**src/include/iwdt_pkg.sv**
```systemverilog
package iwdt_pkg;

	// ==========================================================
	// word format
	localparam int WORD_W      = 24;
	localparam int OPC_LSB     = 16;
	localparam int OPND_W      = 16;
	localparam int HI_ADDR_W   = 7;

	// ==========================================================
	// operand field positions (lsb of each field)
	localparam int F_BASE      = 12;
	localparam int F_SRC       = 8;
	localparam int F_SRCMODE   = 6;
	localparam int F_DST       = 2;
	localparam int F_DSTMODE   = 0;
	localparam int F_FILE_ACC  = 13;
	localparam int F_BYTE      = 14;
	localparam int F_BIT_REG   = 15;
	localparam int F_BIT_FILE  = 14;
	localparam int F_BIT_NUM   = 10;
	localparam int F_LITW      = 4;
	localparam int F_LITF      = 8;
	localparam int F_ALU_LIT   = 6;
	localparam int F_TBL_MODE  = 14;
	localparam int F_TBL_DST   = 4;

	// ==========================================================
	// opcodes
	localparam logic [7:0] OP_NO_OPERATION    = 8'h00;
	localparam logic [7:0] OP_REG_ALU         = 8'h10;
	localparam logic [7:0] OP_REG_SHIFT       = 8'h11;
	localparam logic [7:0] OP_MOVE_DOUBLE_REG = 8'h12;
	localparam logic [7:0] OP_FILE_ALU        = 8'h20;
	localparam logic [7:0] OP_BIT_SET         = 8'h30;
	localparam logic [7:0] OP_BIT_ROTATE      = 8'h31;
	localparam logic [7:0] OP_LIT_MOVE_REG    = 8'h40;
	localparam logic [7:0] OP_LIT_MOVE_FILE   = 8'h41;
	localparam logic [7:0] OP_LIT_ALU         = 8'h50;
	localparam logic [7:0] OP_LIT_ALU_INPLACE = 8'h51;
	localparam logic [7:0] OP_RELATIVE_JUMP   = 8'h60;
	localparam logic [7:0] OP_COND_BRANCH     = 8'h61;
	localparam logic [7:0] OP_SKIP_IF         = 8'h62;
	localparam logic [7:0] OP_INDIRECT_JUMP   = 8'h63;
	localparam logic [7:0] OP_INDIRECT_CALL   = 8'h64;
	localparam logic [7:0] OP_TABLE_READ      = 8'h65;
	localparam logic [7:0] OP_TABLE_WRITE     = 8'h66;
	localparam logic [7:0] OP_SUB_RETURN      = 8'h67;
	localparam logic [7:0] OP_INTERRUPT_EXIT  = 8'h68;
	localparam logic [7:0] OP_ABSOLUTE_JUMP   = 8'h70;
	localparam logic [7:0] OP_ABSOLUTE_CALL   = 8'h71;
	localparam logic [7:0] OP_MOVE_DOUBLE_ABS = 8'h72;

	// ==========================================================
	// cycle counts per instruction
	localparam logic [1:0] CYC_ONE    = 2'd1;
	localparam logic [1:0] CYC_JUMP   = 2'd2;
	localparam logic [1:0] CYC_TABLE  = 2'd2;
	localparam logic [1:0] CYC_DOUBLE = 2'd2;
	localparam logic [1:0] CYC_RETURN = 2'd3;

	localparam logic [1:0] MODE_DIRECT = 2'd0;

	typedef enum logic [2:0] {
		GRP_NONE, GRP_REG, GRP_FILE, GRP_BIT, GRP_LIT_MOVE, GRP_LIT_ALU, GRP_CTRL
	} iwdt_group_e;

	typedef enum logic [2:0] {
		ST_RUN, ST_SECOND, ST_EXTRA, ST_SKIP1, ST_SKIP2
	} iwdt_state_e;

endpackage

```
**src/design/iwdt_decoder.sv**
```systemverilog
`timescale 1ns/100ps
// What this block does
// - single word is 24 bits, top 8-bit opcode picks type, rest operands
// - exactly three opcodes take two program words, all others one
// - two-word instruction is 48 bits; second word's upper byte is zero
// - a lone second word decodes as no_operation
// - one cycle normally; taken test or one-word pc change adds one idle cycle, two for returns and for skips over two words
// - jumps, indirect calls, table ops and returns take two or three cycles
// - taken skip costs two cycles over one word, three over two words
// - double moves and two-word instructions take exactly two cycles
// - register ops carry base source, second source and destination
// - file ops carry file address and destination file or accumulator
// - bit ops name register or file, bit from literal or base register
// - literal moves load a literal into named register or file
// - literal alu uses base and literal; destination only if different
// - control ops carry a program address or a table mode
// - register fields select one of sixteen working registers
module iwdt_decoder
	import iwdt_pkg::*;
(
	// clock and reset
	input  wire logic               clk_sys,
	input  wire logic               nrst,
	// fetch side
	input  wire logic               fetchValid,
	input  wire logic [23:0]        fetchWord,
	output logic                    fetchReady,
	// test result from datapath
	input  wire logic               condTrue,
	// execute side
	output logic                    execValid_r,
	output logic                    nopCycle_r,
	output logic                    secondWordErr_r,
	output logic [7:0]              opcode_r,
	output iwdt_pkg::iwdt_group_e   group_r,
	output logic [3:0]              baseSourceReg_r,
	output logic [3:0]              secondSourceReg_r,
	output logic [1:0]              secondSourceMode_r,
	output logic [3:0]              destReg_r,
	output logic [1:0]              destMode_r,
	output logic [12:0]             fileAddr_r,
	output logic                    destFileOpAccumulator_r,
	output logic                    byteMode_r,
	output logic                    targetIsFile_r,
	output logic                    bitFromReg_r,
	output logic [3:0]              bitNum_r,
	output logic [15:0]             literal_r,
	output logic [22:0]             progAddr_r,
	output logic [1:0]              tableMode_r
);
	import iwdt_pkg::*;

	// ==========================================================
	// word slicing
	logic [7:0]        opc;
	logic [15:0]       w;
	logic              accept;
	iwdt_state_e       state_r, state_nxt;
	logic [1:0]        extra_r, extra_nxt;
	logic [15:0]       hold_r, hold_nxt;
	logic [7:0]        holdOp_r, holdOp_nxt;

	assign opc = fetchWord[OPC_LSB +: 8];
	assign w   = fetchWord[OPND_W-1:0];
	assign fetchReady = (state_r != ST_EXTRA);
	assign accept = fetchValid && fetchReady;

	function automatic logic isTwoWord(input logic [7:0] op);
		isTwoWord = (op == OP_ABSOLUTE_JUMP) || (op == OP_ABSOLUTE_CALL) ||
			(op == OP_MOVE_DOUBLE_ABS);
	endfunction

	// ==========================================================
	// next values
	logic              execValid_nxt, nopCycle_nxt, secondWordErr_nxt;
	logic [7:0]        opcode_nxt;
	iwdt_group_e       group_nxt;
	logic [3:0]        base_nxt, src_nxt, dst_nxt, bitNum_nxt;
	logic [1:0]        srcMode_nxt, dstMode_nxt, tableMode_nxt;
	logic [12:0]       fileAddr_nxt;
	logic              acc_nxt, byte_nxt, tFile_nxt, bitReg_nxt;
	logic [15:0]       literal_nxt;
	logic [22:0]       progAddr_nxt;
	logic [1:0]        cyc;

	always_comb begin
		state_nxt = state_r;
		group_nxt = group_r;
		{extra_nxt, hold_nxt, holdOp_nxt} = {extra_r, hold_r, holdOp_r};
		{execValid_nxt, nopCycle_nxt, secondWordErr_nxt} = 3'h0;
		{opcode_nxt, bitNum_nxt, literal_nxt} = {opcode_r, bitNum_r, literal_r};
		{base_nxt, src_nxt, srcMode_nxt} = {baseSourceReg_r, secondSourceReg_r, secondSourceMode_r};
		{dst_nxt, dstMode_nxt, fileAddr_nxt} = {destReg_r, destMode_r, fileAddr_r};
		{acc_nxt, byte_nxt} = {destFileOpAccumulator_r, byteMode_r};
		{tFile_nxt, bitReg_nxt} = {targetIsFile_r, bitFromReg_r};
		{progAddr_nxt, tableMode_nxt} = {progAddr_r, tableMode_r};
		cyc = CYC_ONE;
		case (state_r)
			ST_RUN: begin
				if (accept) begin
					opcode_nxt = opc;
					execValid_nxt = 1'b1;
					case (opc)
						OP_REG_ALU, OP_REG_SHIFT, OP_MOVE_DOUBLE_REG: begin
							group_nxt = GRP_REG;
							base_nxt = w[F_BASE +: 4];
							src_nxt = w[F_SRC +: 4];
							srcMode_nxt = w[F_SRCMODE +: 2];
							dst_nxt = w[F_DST +: 4];
							dstMode_nxt = w[F_DSTMODE +: 2];
							if (opc == OP_MOVE_DOUBLE_REG)
								cyc = CYC_DOUBLE;
						end
						OP_FILE_ALU: begin
							group_nxt = GRP_FILE;
							fileAddr_nxt = w[12:0];
							acc_nxt = w[F_FILE_ACC];
							byte_nxt = w[F_BYTE];
						end
						OP_BIT_SET, OP_BIT_ROTATE: begin
							group_nxt = GRP_BIT;
							bitReg_nxt = w[F_BIT_REG];
							tFile_nxt = w[F_BIT_FILE];
							bitNum_nxt = w[F_BIT_NUM +: 4];
							base_nxt = w[F_BIT_NUM +: 4];
							fileAddr_nxt = {3'h0, w[9:0]};
							src_nxt = w[3:0];
							srcMode_nxt = w[5:4];
						end
						OP_LIT_MOVE_REG: begin
							group_nxt = GRP_LIT_MOVE;
							literal_nxt = {4'h0, w[OPND_W-1:F_LITW]};
							dst_nxt = w[3:0];
							tFile_nxt = 1'b0;
						end
						OP_LIT_MOVE_FILE: begin
							group_nxt = GRP_LIT_MOVE;
							literal_nxt = {8'h00, w[OPND_W-1:F_LITF]};
							fileAddr_nxt = {5'h00, w[7:0]};
							tFile_nxt = 1'b1;
						end
						OP_LIT_ALU: begin
							group_nxt = GRP_LIT_ALU;
							base_nxt = w[F_BASE +: 4];
							literal_nxt = {10'h000, w[F_ALU_LIT +: 6]};
							dst_nxt = w[3:0];
							dstMode_nxt = w[5:4];
						end
						OP_LIT_ALU_INPLACE: begin
							group_nxt = GRP_LIT_ALU;
							base_nxt = w[F_BASE +: 4];
							literal_nxt = {4'h0, w[11:0]};
							dst_nxt = w[F_BASE +: 4];
							dstMode_nxt = MODE_DIRECT;
						end
						OP_RELATIVE_JUMP: begin
							group_nxt = GRP_CTRL;
							literal_nxt = w;
							cyc = CYC_JUMP;
						end
						OP_COND_BRANCH: begin
							group_nxt = GRP_CTRL;
							literal_nxt = w;
							if (condTrue)
								cyc = CYC_JUMP;
						end
						OP_SKIP_IF: begin
							group_nxt = GRP_CTRL;
							if (condTrue)
								state_nxt = ST_SKIP1;
						end
						OP_INDIRECT_JUMP, OP_INDIRECT_CALL: begin
							group_nxt = GRP_CTRL;
							src_nxt = w[3:0];
							cyc = CYC_JUMP;
						end
						OP_TABLE_READ, OP_TABLE_WRITE: begin
							group_nxt = GRP_CTRL;
							tableMode_nxt = w[F_TBL_MODE +: 2];
							src_nxt = w[3:0];
							dst_nxt = w[F_TBL_DST +: 4];
							cyc = CYC_TABLE;
						end
						OP_SUB_RETURN, OP_INTERRUPT_EXIT: begin
							group_nxt = GRP_CTRL;
							cyc = CYC_RETURN;
						end
						OP_ABSOLUTE_JUMP, OP_ABSOLUTE_CALL, OP_MOVE_DOUBLE_ABS: begin
							execValid_nxt = 1'b0;
							hold_nxt = w;
							holdOp_nxt = opc;
							state_nxt = ST_SECOND;
						end
						default: begin
							// no_operation, lone second words and unknown codes
							execValid_nxt = 1'b0;
							nopCycle_nxt = 1'b1;
							group_nxt = GRP_NONE;
						end
					endcase
					if (cyc != CYC_ONE) begin
						extra_nxt = cyc - CYC_ONE;
						state_nxt = ST_EXTRA;
					end
				end
			end
			ST_SECOND: begin
				if (accept) begin
					execValid_nxt = 1'b1;
					secondWordErr_nxt = |opc;
					if (holdOp_r == OP_MOVE_DOUBLE_ABS) begin
						group_nxt = GRP_REG;
						fileAddr_nxt = hold_r[12:0];
						dst_nxt = w[3:0];
					end else begin
						group_nxt = GRP_CTRL;
						progAddr_nxt = {w[HI_ADDR_W-1:0], hold_r};
					end
					state_nxt = ST_RUN;
				end
			end
			ST_EXTRA: begin
				nopCycle_nxt = 1'b1;
				extra_nxt = extra_r - 2'd1;
				if (extra_r == 2'd1)
					state_nxt = ST_RUN;
			end
			ST_SKIP1: begin
				if (accept) begin
					nopCycle_nxt = 1'b1;
					state_nxt = isTwoWord(opc) ? ST_SKIP2 : ST_RUN;
				end
			end
			ST_SKIP2: begin
				if (accept) begin
					nopCycle_nxt = 1'b1;
					state_nxt = ST_RUN;
				end
			end
			default: state_nxt = ST_RUN;
		endcase
	end

	// ==========================================================
	// registers
	always_ff @(posedge clk_sys or negedge nrst) begin
		if (!nrst) begin
			state_r <= ST_RUN;
			group_r <= GRP_NONE;
			{extra_r, hold_r, holdOp_r} <= 26'h0000000;
			{execValid_r, nopCycle_r, secondWordErr_r} <= 3'h0;
			{opcode_r, bitNum_r, literal_r} <= 28'h0000000;
			{baseSourceReg_r, secondSourceReg_r, secondSourceMode_r} <= 10'h000;
			{destReg_r, destMode_r, fileAddr_r} <= 19'h00000;
			{destFileOpAccumulator_r, byteMode_r} <= 2'h0;
			{targetIsFile_r, bitFromReg_r} <= 2'h0;
			{progAddr_r, tableMode_r} <= 25'h0000000;
		end else begin
			state_r <= state_nxt;
			group_r <= group_nxt;
			{extra_r, hold_r, holdOp_r} <= {extra_nxt, hold_nxt, holdOp_nxt};
			{execValid_r, nopCycle_r, secondWordErr_r} <= {execValid_nxt, nopCycle_nxt, secondWordErr_nxt};
			{opcode_r, bitNum_r, literal_r} <= {opcode_nxt, bitNum_nxt, literal_nxt};
			{baseSourceReg_r, secondSourceReg_r, secondSourceMode_r} <= {base_nxt, src_nxt, srcMode_nxt};
			{destReg_r, destMode_r, fileAddr_r} <= {dst_nxt, dstMode_nxt, fileAddr_nxt};
			{destFileOpAccumulator_r, byteMode_r} <= {acc_nxt, byte_nxt};
			{targetIsFile_r, bitFromReg_r} <= {tFile_nxt, bitReg_nxt};
			{progAddr_r, tableMode_r} <= {progAddr_nxt, tableMode_nxt};
		end
	end

	// ==========================================================
	// assertions
	logic acceptRun;
	logic [3:0] wBase;
	logic [12:0] wFile;
	assign acceptRun = accept && (state_r == ST_RUN);
	assign wBase = w[F_BASE +: 4];
	assign wFile = w[12:0];
endmodule

```
**config.mk**
```make
export PLATFORM = sky130hd
export DESIGN_NAME = iwdt_decoder
export DESIGN_NICKNAME = d
export VERILOG_FILES = /design/src/include/iwdt_pkg.sv /design/src/design/iwdt_decoder.sv
export SDC_FILE = /design/constraint.sdc
export NUM_CORES = 1
export LEC_CHECK = 0
export ABC_AREA = 1
export ABC_CLOCK_PERIOD_IN_PS = 2600
export BUFFER_PORTS_ARGS = -buffer_cell sky130_fd_sc_hd__buf_2
export CAP_MARGIN = 20
export CORE_AREA = 8 8 122 124
export CTS_CLUSTER_SIZE = 16
export DETAILED_ROUTE_END_ITERATION = 7
export DIE_AREA = 0 0 130 132
export PLACE_DENSITY = 0.76
export SYNTH_ARGS = -nofsm -noshare
export SYNTH_HDL_FRONTEND = slang
export SYNTH_SLANG_ARGS = --single-unit
export TNS_END_PERCENT = 30
```
**constraint.sdc**
```tcl
create_clock -name clk_sys -period 2.6 [get_ports clk_sys]
set_clock_uncertainty 0.05 [all_clocks]
set_input_delay 0.13 -clock clk_sys [delete_from_list [all_inputs] [get_ports clk_sys]]
set_output_delay 0.13 -clock clk_sys [all_outputs]
set_load 0.02 [all_outputs]
```
### Word level (Yosys, flattened, before mapping)

Index checks and enable logic that the tools add are counted.

| storage, ports and cells | value |
|---|---|
| flip-flop bits (word level) | 121 |
| input port bits | 28 |
| output and inout bits | 93 |
| word-level logic and storage cells | 162 |

| operators by class | value |
|---|---|
| $add $sub $neg | 2 |
| eq/ne operators | 42 |
| multiplexer cells | 47 |
| bitwise operators | 1 |
| reduce and logical (&&, ||, !) cells | 47 |

Operators by type and width:

| cell | count |
|---|---|
| $eq A8 B7 Y1 const B | 17 |
| $pmux W16 S5 | 1 |
| $mux W13 | 3 |
| $pmux W13 S3 | 1 |
| $reduce_and A3 Y1 | 12 |
| $mux W3 | 10 |
| $pmux W13 S2 | 1 |
| $eq A8 B5 Y1 const B | 3 |
| $eq A8 B6 Y1 const B | 3 |
| $pmux W4 S2 | 3 |
| $reduce_or A22 Y1 | 1 |
| $pmux W3 S7 | 1 |
| $reduce_or A19 Y1 | 1 |
| $reduce_or A2 Y1 | 9 |
| $pmux W4 S4 | 1 |
| $ne A2 B2 Y1 const B | 7 |
| $mux W2 | 6 |
| $mux W4 | 3 |
| $pmux W3 S2 | 2 |
| $pmux W3 S4 | 1 |
| $reduce_and A5 Y1 | 2 |
| $reduce_bool A2 Y1 | 5 |
| $reduce_or A5 Y1 | 2 |
| $reduce_or A9 Y1 | 1 |
| other kinds (29) | 43 |

### Depth between registers and ports, before layout

Gate-level depths: netlist of run 1.

| depth | value |
|---|---|
| depth after elaboration | 9 |
| depth in mapped cells | 17 |
| depth with buffers taken out | 17 |

### Worst setup path after synthesis of run 1

No wires, ideal clock.

| timing | value |
|---|---|
| path type | input to register |
| start | input fetchWord[20] |
| end | register extra_r[0] |
| library setup time | 66 ps |
| data arrival time | 1,651 ps |
| required time | 2,484 ps |
| setup slack | 833 ps |
| stages on the path | 16 |
| path buffers | 0 |
| path through | inv_1 -> nand2_1 -> nor2_4 -> nand3_2 -> nand2_2 -> nor2_1 -> nand3_1 -> nand2_1 -> ha_1 -> inv_1 -> nor2_1 -> inv_1 -> o21ai_0 -> a21oi_1 -> nand2_1 -> nand2_1 |

| between the ends | value |
|---|---|
| cells in the longest elaborated chain, start to end | 9 |
| elaborated cells on any way between the ends | 25 |
| classes of those cells | add/sub: 1; eq/ne: 13; mux: 7; reduce/logical: 4 |

Ends and longest elaborated chain:

| element | line | RTL |
|---|---|---|
| from (decl) | iwdt_decoder.sv:26 | `input wire logic [23:0] fetchWord,` |
| $eq A8 B7 Y1 (tied with other cells) | iwdt_decoder.sv:103 | `case (opc)` |
| $reduce_or A5 Y1 (no source line) (tied with other cells) | -- |  |
| $pmux W2 S4 (*) | iwdt_decoder.sv:103 |  |
| $mux W2 (*) | iwdt_decoder.sv:100 | `if (accept) begin` |
| $mux W2 (*) | iwdt_decoder.sv:98 | `case (state_r)` |
| $sub A2 B1 Y2 | iwdt_decoder.sv:202 | `extra_nxt = cyc - CYC_ONE;` |
| $mux W2 | iwdt_decoder.sv:201 | `if (cyc != CYC_ONE) begin` |
| $mux W2 | iwdt_decoder.sv:100 |  |
| $pmux W2 S2 | iwdt_decoder.sv:98 |  |
| to (signal assigned) | iwdt_decoder.sv:261 | `{extra_r, hold_r, holdOp_r} <= {extra_nxt, hold_nxt, holdOp_nxt};` |
| to (decl) | iwdt_decoder.sv:59 | `logic [1:0] extra_r, extra_nxt;` |

Every way passes the cells marked *; elsewhere a longest branch is shown, timed or not. The select of a mux whose other input is x is not followed.
A chain may end at the register's enable or synchronous reset.

### Final worst setup path of run 1

| timing | value |
|---|---|
| start | input fetchWord[22] |
| end | register destMode_r[0] |

| between the ends | value |
|---|---|
| cells in the longest elaborated chain, start to end | 4 |
| elaborated cells on any way between the ends | 9 |
| classes of those cells | eq/ne: 5; mux: 1; reduce/logical: 3 |

Ends and longest elaborated chain:

| element | line | RTL |
|---|---|---|
| $eq A8 B5 Y1 | iwdt_decoder.sv:103 |  |
| $reduce_or A3 Y1 | -- |  |
| $reduce_bool A3 Y1 (no source line) | -- |  |
| $reduce_and A3 Y1 (no source line) | -- |  |
| to (signal assigned) | iwdt_decoder.sv:265 | `{destReg_r, destMode_r, fileAddr_r} <= {dst_nxt, dstMode_nxt, fileAddr_nxt};` |
| to (decl) | iwdt_decoder.sv:40 | `output logic [1:0] destMode_r,` |

Several ways; a longest one is shown, not always the timed one.

==> results of run 1 <==
final cells by class:
type | instances | share of cell area
clock buffer | 24 | 0.0693
sequential | 121 | 0.418
tap | 176 | 0.0304
clock inverter | 3 | 0.00242
inverter | 71 | 0.0368
timing repair buffer | 140 | 0.109
multi-input combinational | 512 | 0.334
through the flow:
| step | total power, mW | instances | cell area, um^2 | hold WS [ps] |
|---|---|---|---|---|
| 6_report | 7.55 | 1047 | 7240 | 25.8 |
| 5_1_grt | 8.01 | 1047 | 7240 | 15.0 |
| 4_1_cts | 7.61 | 1047 | 7240 | 3.96 |
| 3_5_place_dp | 5.47 | 1011 | 6630 | 106 |
| 3_3_place_gp | 5.41 | 1011 | 6630 | 104 |
| 2_1_floorplan | 4.49 | 724 | 5840 | -216 |
worst max-delay path by stage:
stage	start	end	slack (ps)	depth (start not counted)
after floorplan	fetchWord[20]	extra_r[0]$_DFFE_PN0P_	830	16
after global placement	fetchWord[18]	literal_r[3]$_DFFE_PN0P_	460	10
after detailed placement	fetchWord[20]	extra_r[1]$_DFFE_PN0P_	390	16
after CTS	fetchWord[22]	destMode_r[0]$_DFFE_PN0P_	280	12
after global routing	fetchWord[23]	extra_r[0]$_DFFE_PN0P_	40	18
final	fetchWord[22]	destMode_r[0]$_DFFE_PN0P_	220	12
flip-flops by register name, indices dropped and copies added, names as in the netlist, 8 cells and up:
signal	cells
holdOp_r	8
progAddr_r	23
fileAddr_r	13
opcode_r	8
literal_r	16
hold_r	16
critical path, delay by kind of cell:
family | cells | cell delay [ps]
AOI/OAI and AO/OA | 2 | 350
buffers and inverters | 5 | 1430
and+or+nand+nor | 5 | 770
synthesized netlist by cell type:
| cell | n |
|---|---|
| nand3_1 | 13 |
| clkinv_1 | 1 |
| inv_1 | 61 |
| nand2_2 | 6 |
| ha_1 | 2 |
| inv_2 | 9 |
| nand3_2 | 2 |
| o21a_1 | 7 |
| nor3_1 | 8 |
| a21oi_1 | 23 |
| o21ai_0 | 108 |
| o21ai_2 | 1 |
| buf_6 | 5 |
| nor4_1 | 1 |
| a31oi_1 | 2 |
| buf_4 | 4 |
| nor3_4 | 2 |
| a22oi_1 | 6 |
| a311oi_1 | 1 |
| nor2_4 | 6 |
| a21oi_2 | 2 |
| o22ai_1 | 10 |
| o31ai_1 | 7 |
| o221ai_1 | 1 |
| buf_2 | 3 |
| nor2_2 | 5 |
| o211ai_1 | 3 |
| dfrtp_1 | 121 |
| or2_2 | 2 |
| nand4_1 | 8 |
| nor2_1 | 70 |
| clkbuf_1 | 8 |
| o21ai_1 | 4 |
| nand2_1 | 212 |
per-layer routing:
layer  wire length (um)  vias to the layer above  track usage
li1                   -                     2655            -
met1               7640                     2689        0.282
met2               8170                      241        0.323
met3               1540                       24       0.0566
met4                204                        0       0.0575
met5                  0                        -            0
cell families after synthesis:
kind of cell | Yosys count
buffers and inverters | 91
adders and majority gates | 2
and+or+nand+nor | 335
DFF | 121
AOI/OAI and AO/OA | 175
power by group through the flow:
| stage | clock network, mW | registers, mW | logic, mW |
|---|---|---|---|
| 2_1_floorplan | 0 | 3.40 | 1.09 |
| 3_5_place_dp | 0 | 2.83 | 2.64 |
| 6_report | 2.09 | 2.82 | 2.64 |
| 5_1_grt | 2.21 | 2.89 | 2.91 |
| 3_3_place_gp | 0 | 2.83 | 2.59 |
| 4_1_cts | 2.12 | 2.81 | 2.67 |
==> results by group, run 1 <==
Outcome
  • Outcome: complete, no violations

Layout
  • Final nets: 893
  • Final Core Density: 0.557
  • Share of cells above drive strength 1: 0.219
  • Area Overhead vs Synth: 23.9%
  • Commonest cells after routing, fill and taps aside: 212 x nand2_1, 121 x dfrtp_1, 119 x buf_2, 108 x o21ai_0, 70 x nor2_1
  • Area of the multi-input gates: 2410 um^2
  • Layout fillers: 1240
  • Commonest non-fill, non-tap cell in the layout: nand2_1
  • # diodes: 0
  • Register area: 3030 um^2

Synth
  • Ys Warns: 0
  • Largest family of logic cells by synthesized area: simple AND/OR/NAND/NOR gates
  • Post-synthesis sequential element count: 121
  • Seq/Total Area, Yosys: 0.519
  • Synth Area in Compound Gates: 0.166
  • XOR/XNOR Fraction of Synth Area: 0
  • Synth top area share: 0.519
  • Post-synthesis adder-cell area fraction: 0.00429
  • Avg Inst Size Synth: 8.07 um^2
  • Synth Net Count: 754
  • Simple-gate area share of the yosys netlist: 0.243
  • Distinct cells, synth: 34
  • Mapped Area: 5840 um^2
  • Syn Inst Count: 724
  • Mux cell area share after synthesis: 0
  • Largest cells by area after synthesis: dfrtp_1 52%, nand2_1 14%, o21ai_0 9.3%
  • Largest area contributor in the netlist: dfrtp_1

Routing
  • Vias per std cell: 5.36
  • Final wirelength: 17600 um
  • DRT antenna net count: 0
  • Routed vias: 5609
  • Remaining DRCs: 0
  • Drt initial violations: 664
  • WL per Instance: 16.8 um
  • TritonRoute pass-1 iters: 5

Floorplanning
  • Die Area: 17200 um^2
  • Die H: 132 um
  • Cell Rows: 42
  • I/O pin count: 121
  • Starting density of the core: 0.450
  • Die width: 130 um
  • Core area: 13000 um^2

Global routing
  • Total Routing Usage GR: 0.209
  • Largest net degree at the start of global routing: 54
  • Antenna violations before repair: 0
  • Number of global-route vias before repair: 5328
  • First-pass GRT wire length: 28000 um
  • GRT overflow: 0

Timing
  • Final setup margin: 215 ps
  • # setup viols final: 0
  • Worst Tran Pin Value: 577 ps
  • Fin crit period: 2380 ps
  • Slew HR: 0.616
  • RSZ-0062 raised after global routing: false
  • Setup TNS: 0 ps
  • Slew Limit Fails: 0
  • Final hold viol count: 0
  • Fmax: 419 MHz
  • Tcrit/Tclk final: 0.917

Job
  • MaxCap Viol Count: 0

Clocking
  • Root buf cell: clkbuf_16
  • Clock-pin slew on the worst setup and hold paths: 60 ps
  • CTS buffer count: 17
  • Clk Latency, worst-skew pair: 410 ps
  • Max Buffers Root-to-Sink: 2
  • H-tree Lvls: 4
  • CTS resizes: 0
  • Hold_buf cts: 9
  • Post CTS Setup Buffer Count: 0
  • CTS tree: built
  • Clock sink count: 121

Worst setup path
  • Slowest cell on crit path: dlygate4sd3_1
  • Worst path max stage delay: 560 ps
  • FF-to-FF path depth: 8
  • R2r startpoint: state_r[1]$_DFFE_PN0P_
  • CP Data Arrival Time: 2690 ps
  • Crit path kind: in2reg
  • Worst-path maximum fanout: 10
  • Reg-to-reg setup timing slack: 460 ps
  • CP cell instances: dlygate4sd3_1 > buf_2 > inv_1 > nand2_1 > nor2_4 > o211ai_1 > nand2_2 > nand2_2 > inv_1 > nor2_1 > a21oi_1 > dlygate4sd3_1
  • Worst setup EP type: register
  • CP Launch Type: primary input
  • Critical path required time: 2900 ps
  • R2r endpoint: destMode_r[0]$_DFFE_PN0P_

Power and ir drop
  • Power density over the cells: 1040 nW/um^2
  • Switching Fraction: 0.388
  • Clock Power Share: 0.277
  • Peak VDD IR: 0.484 mV
  • Seq pwr share: 0.373
  • Comb power frac: 0.350
  • NetSw: 2.93 mW
  • Pint: 4.62 mW
  • Pleak: 3.86 nW

Hold path
  • Hold Crit Depth: 3
  • Hold Path Class: in2reg
  • Hold Crit Start: fetchWord[19]
  • Hold endpoint: opcode_r[3]$_DFFE_PN0P_

Place
  • Hpwl dp: 12800 um
  • Placer Congestion: 0.952
  • IO buf count: 120
  • DP Worst Slack: 390 ps
Note: power is estimated with default switching activity, not from simulation.
==> run 2, diff against run 1 <==
--- a/config.mk
+++ b/config.mk
@@ -5,14 +5,13 @@
 export SDC_FILE = /design/constraint.sdc
 export NUM_CORES = 1
 export LEC_CHECK = 0
-export ABC_AREA = 1
 export ABC_CLOCK_PERIOD_IN_PS = 2600
 export BUFFER_PORTS_ARGS = -buffer_cell sky130_fd_sc_hd__buf_2
 export CAP_MARGIN = 20
-export CORE_AREA = 8 8 122 124
+export CORE_AREA = 8 8 121 123
 export CTS_CLUSTER_SIZE = 16
 export DETAILED_ROUTE_END_ITERATION = 7
-export DIE_AREA = 0 0 130 132
+export DIE_AREA = 0 0 129 131
 export PLACE_DENSITY = 0.76
 export SYNTH_ARGS = -nofsm -noshare
 export SYNTH_HDL_FRONTEND = slang
==> run 2 against run 1 <==
Compared with the run above:
- flip-flop and latch count unchanged
- die area decreased by 1.5%
- cell area up 3.7%
- total power increased by 12%
- critical path depth shrank 5
- critical endpoint is now destReg_r[1]$_DFFE_PN0P_
==> results by group, run 2 <==
Floorplanning
  • Die H: 131 um
  • Cell Rows: 42
  • Die Area: 16900 um^2
  • Starting density of the core: 0.446
  • I/O pin count: 121
  • Die width: 129 um
  • Core area: 12900 um^2

Synth
  • XOR/XNOR Fraction of Synth Area: 0.00305
  • Ys flop type: dfrtp_1
  • Synth Area in Compound Gates: 0.163
  • Seq/Total Area, Yosys: 0.528
  • Largest family of logic cells by synthesized area: compound AO/OA/AOI/OAI gates
  • Ys Warns: 0
  • Post-synthesis sequential element count: 121
  • Largest cells by area after synthesis: dfrtp_1 53%, mux2_2 10%, nand2_1 5.2%
  • Synth top area share: 0.528
  • Mapped Area: 5740 um^2
  • Post-synth EDFFs: 0
  • Post-synth ARST share: 1.00
  • Synth top cells by count: 121 x dfrtp_1, 80 x nand2_1, 51 x mux2_2
  • Distinct cells, synth: 71
  • Post-synthesis adder-cell area fraction: 0.00436
  • Synth Net Count: 570
  • Largest area contributor in the netlist: dfrtp_1
  • Avg Inst Size Synth: 10.6 um^2
  • Most common cell in the netlist: dfrtp_1
  • Syn Inst Count: 540
  • Mux cell area share after synthesis: 0.104
  • Simple-gate area share of the yosys netlist: 0.161

Global routing
  • First-pass GRT wire length: 27100 um
  • Antenna violations before repair: 0
  • Number of global-route vias before repair: 4920
  • Total Routing Usage GR: 0.207
  • GRT overflow: 0
  • Largest net degree at the start of global routing: 55

Routing
  • Vias per std cell: 5.67
  • WL per Instance: 19.5 um
  • TritonRoute pass-1 iters: 5
  • Final wirelength: 17200 um
  • Drt initial violations: 393
  • Remaining DRCs: 0
  • Routed vias: 4993
  • DRT antenna net count: 0

Timing
  • Fin crit period: 2580 ps
  • Fin Hold WS: 16.0 ps
  • Setup TNS: 0 ps
  • Slew HR: 0.535
  • Tcrit/Tclk final: 0.992
  • RSZ-0062 raised after global routing: true
  • Final hold viol count: 0
  • # setup viols final: 0
  • Slew Limit Fails: 0
  • Worst Tran Pin Value: 697 ps
  • Fmax: 388 MHz

Layout
  • Fin area: 7500 um^2
  • Commonest non-fill, non-tap cell in the layout: dfrtp_1
  • # diodes: 0
  • Final Core Density: 0.583
  • Max reg flops: 23
  • Share of cells above drive strength 1: 0.387
  • Final nets: 722
  • Commonest cells after routing, fill and taps aside: 121 x dfrtp_1, 120 x buf_2, 80 x nand2_1, 51 x mux2_2, 37 x buf_4
  • Area Overhead vs Synth: 30.8%

Worst setup path
  • CP Launch Type: primary input
  • Worst setup EP type: register
  • Critical path required time: 2840 ps
  • Crit path kind: in2reg
  • CP cell instances: dlygate4sd3_1 > buf_2 > or4b_4 > or3_4 > and3_4 > a311oi_4 > mux2_2
  • Slowest cell on crit path: or4b_4
  • Worst path max stage delay: 580 ps
  • CP Data Arrival Time: 2820 ps
  • Worst-path maximum fanout: 8

Place
  • Hpwl dp: 12600 um
  • Placer Congestion: 0.863
  • IO buf count: 120
  • Placement Cell Area: 6680 um^2

Power and ir drop
  • Tot Pwr: 8.45 mW
  • Pleak: 3.68 nW
  • Peak VDD IR: 0.653 mV
  • Power density over the cells: 1130 nW/um^2

Clocking
  • CTS buffer count: 17
  • Clock-pin slew on the worst setup and hold paths: 60 ps
  • Max Buffers Root-to-Sink: 2
  • Clock sink count: 121
  • CTS tree: built
  • Clk Latency, worst-skew pair: 410 ps
  • H-tree Lvls: 4
  • Root buf cell: clkbuf_16

Hold path
  • Hold Path Class: in2reg

Job
  • MaxCap Viol Count: 0

Outcome
  • Outcome: complete, no violations
[run 2: cell types whose count changed in the layout (fill, tap and decap cells not counted), moves of 8 or more]
| cell | before | now |
|---|---|---|
| mux2_2 | 0 | 51 |
| a221oi_1 | 0 | 8 |
| inv_1 | 61 | 12 |
| a31oi_1 | 2 | 11 |
| nand3_1 | 13 | 3 |
| o21ai_0 | 108 | 23 |
| inv_2 | 9 | 0 |
| buf_4 | 11 | 37 |
| nor2_1 | 70 | 35 |
| nand2_1 | 212 | 80 |
[run 2: cell families after synthesis]
family | Yosys count
mux | 53
fa+ha+maj | 2
xor+xnor | 2
compound gates | 132
simple gates | 185
buf+inv | 45
flops | 121
[run 2: timing repair]
action | 4_1_cts | 5_1_grt
hold buffers | 8 | 0
endpoints found under the hold margin | 58 | 0
resized for setup | 0 | 6
setup endpoints to repair | 0 | 10
setup buffers | 0 | 1
[run 2: metrics by stage]
step	std cells	setup WS, ps
after floorplan	540	293
after global placement	839	158
after detailed placement	839	102
after CTS	879	31.6
after global routing	881	-55.2
final	881	21.0
[run 2: cell type report]
| cell class | count | area, um^2 |
|---|---|---|
| clock buffers | 20 | 467 |
| multi-input cells | 374 | 2530 |
| repair buffers | 166 | 978 |
| inverters | 12 | 45.0 |
| fillers | 1087 | 5370 |
| flip-flops and latches | 121 | 3030 |
| well taps | 176 | 220 |
| clock inverters | 12 | 233 |
[run 2: worst paths after layout]
check / from / end / slack [ps] / depth (start not counted)
worst max-delay path: fetchWord[23] / destReg_r[1]$_DFFE_PN0P_ / 20 / 7
worst min-delay path: fetchWord[8] / literal_r[2]$_DFFE_PN0P_ / 20 / 3
worst max register to register: state_r[2]$_DFFE_PN0P_ / destReg_r[2]$_DFFE_PN0P_ / 290 / 6
worst min register to register: holdOp_r[4]$_DFFE_PN0P_ / holdOp_r[4]$_DFFE_PN0P_ / 410 / 1
max in group asynchronous: nrst / literal_r[13]$_DFFE_PN0P_ / 1320 / 3
min in group asynchronous: nrst / opcode_r[7]$_DFFE_PN0P_ / 250 / 2
[run 2: worst max-delay path, delay by kind of cell]
| kind | cells | cell delay (ps) |
|---|---|---|
| and+or+nand+nor | 3 | 1200 |
| buffers and inverters | 2 | 700 |
| AOI/OAI and AO/OA | 1 | 390 |
| muxes | 1 | 390 |
[run 2: where the power goes]
group	internal [mW]	leakage [nW]	switching, mW
Combinational	1.07	1.76	1.79
Sequential	2.47	1.58	0.365
Clock	1.89	0.342	0.870
[run 2: routing by layer]
metal / GRT usage / vias up / routed length [um]
met4: 0.0726 / 0 / 364
met3: 0.0568 / 38 / 1350
met2: 0.327 / 207 / 8150
met1: 0.269 / 2479 / 7350
met5: 0 / - / 0
li1: - / 2269 / -
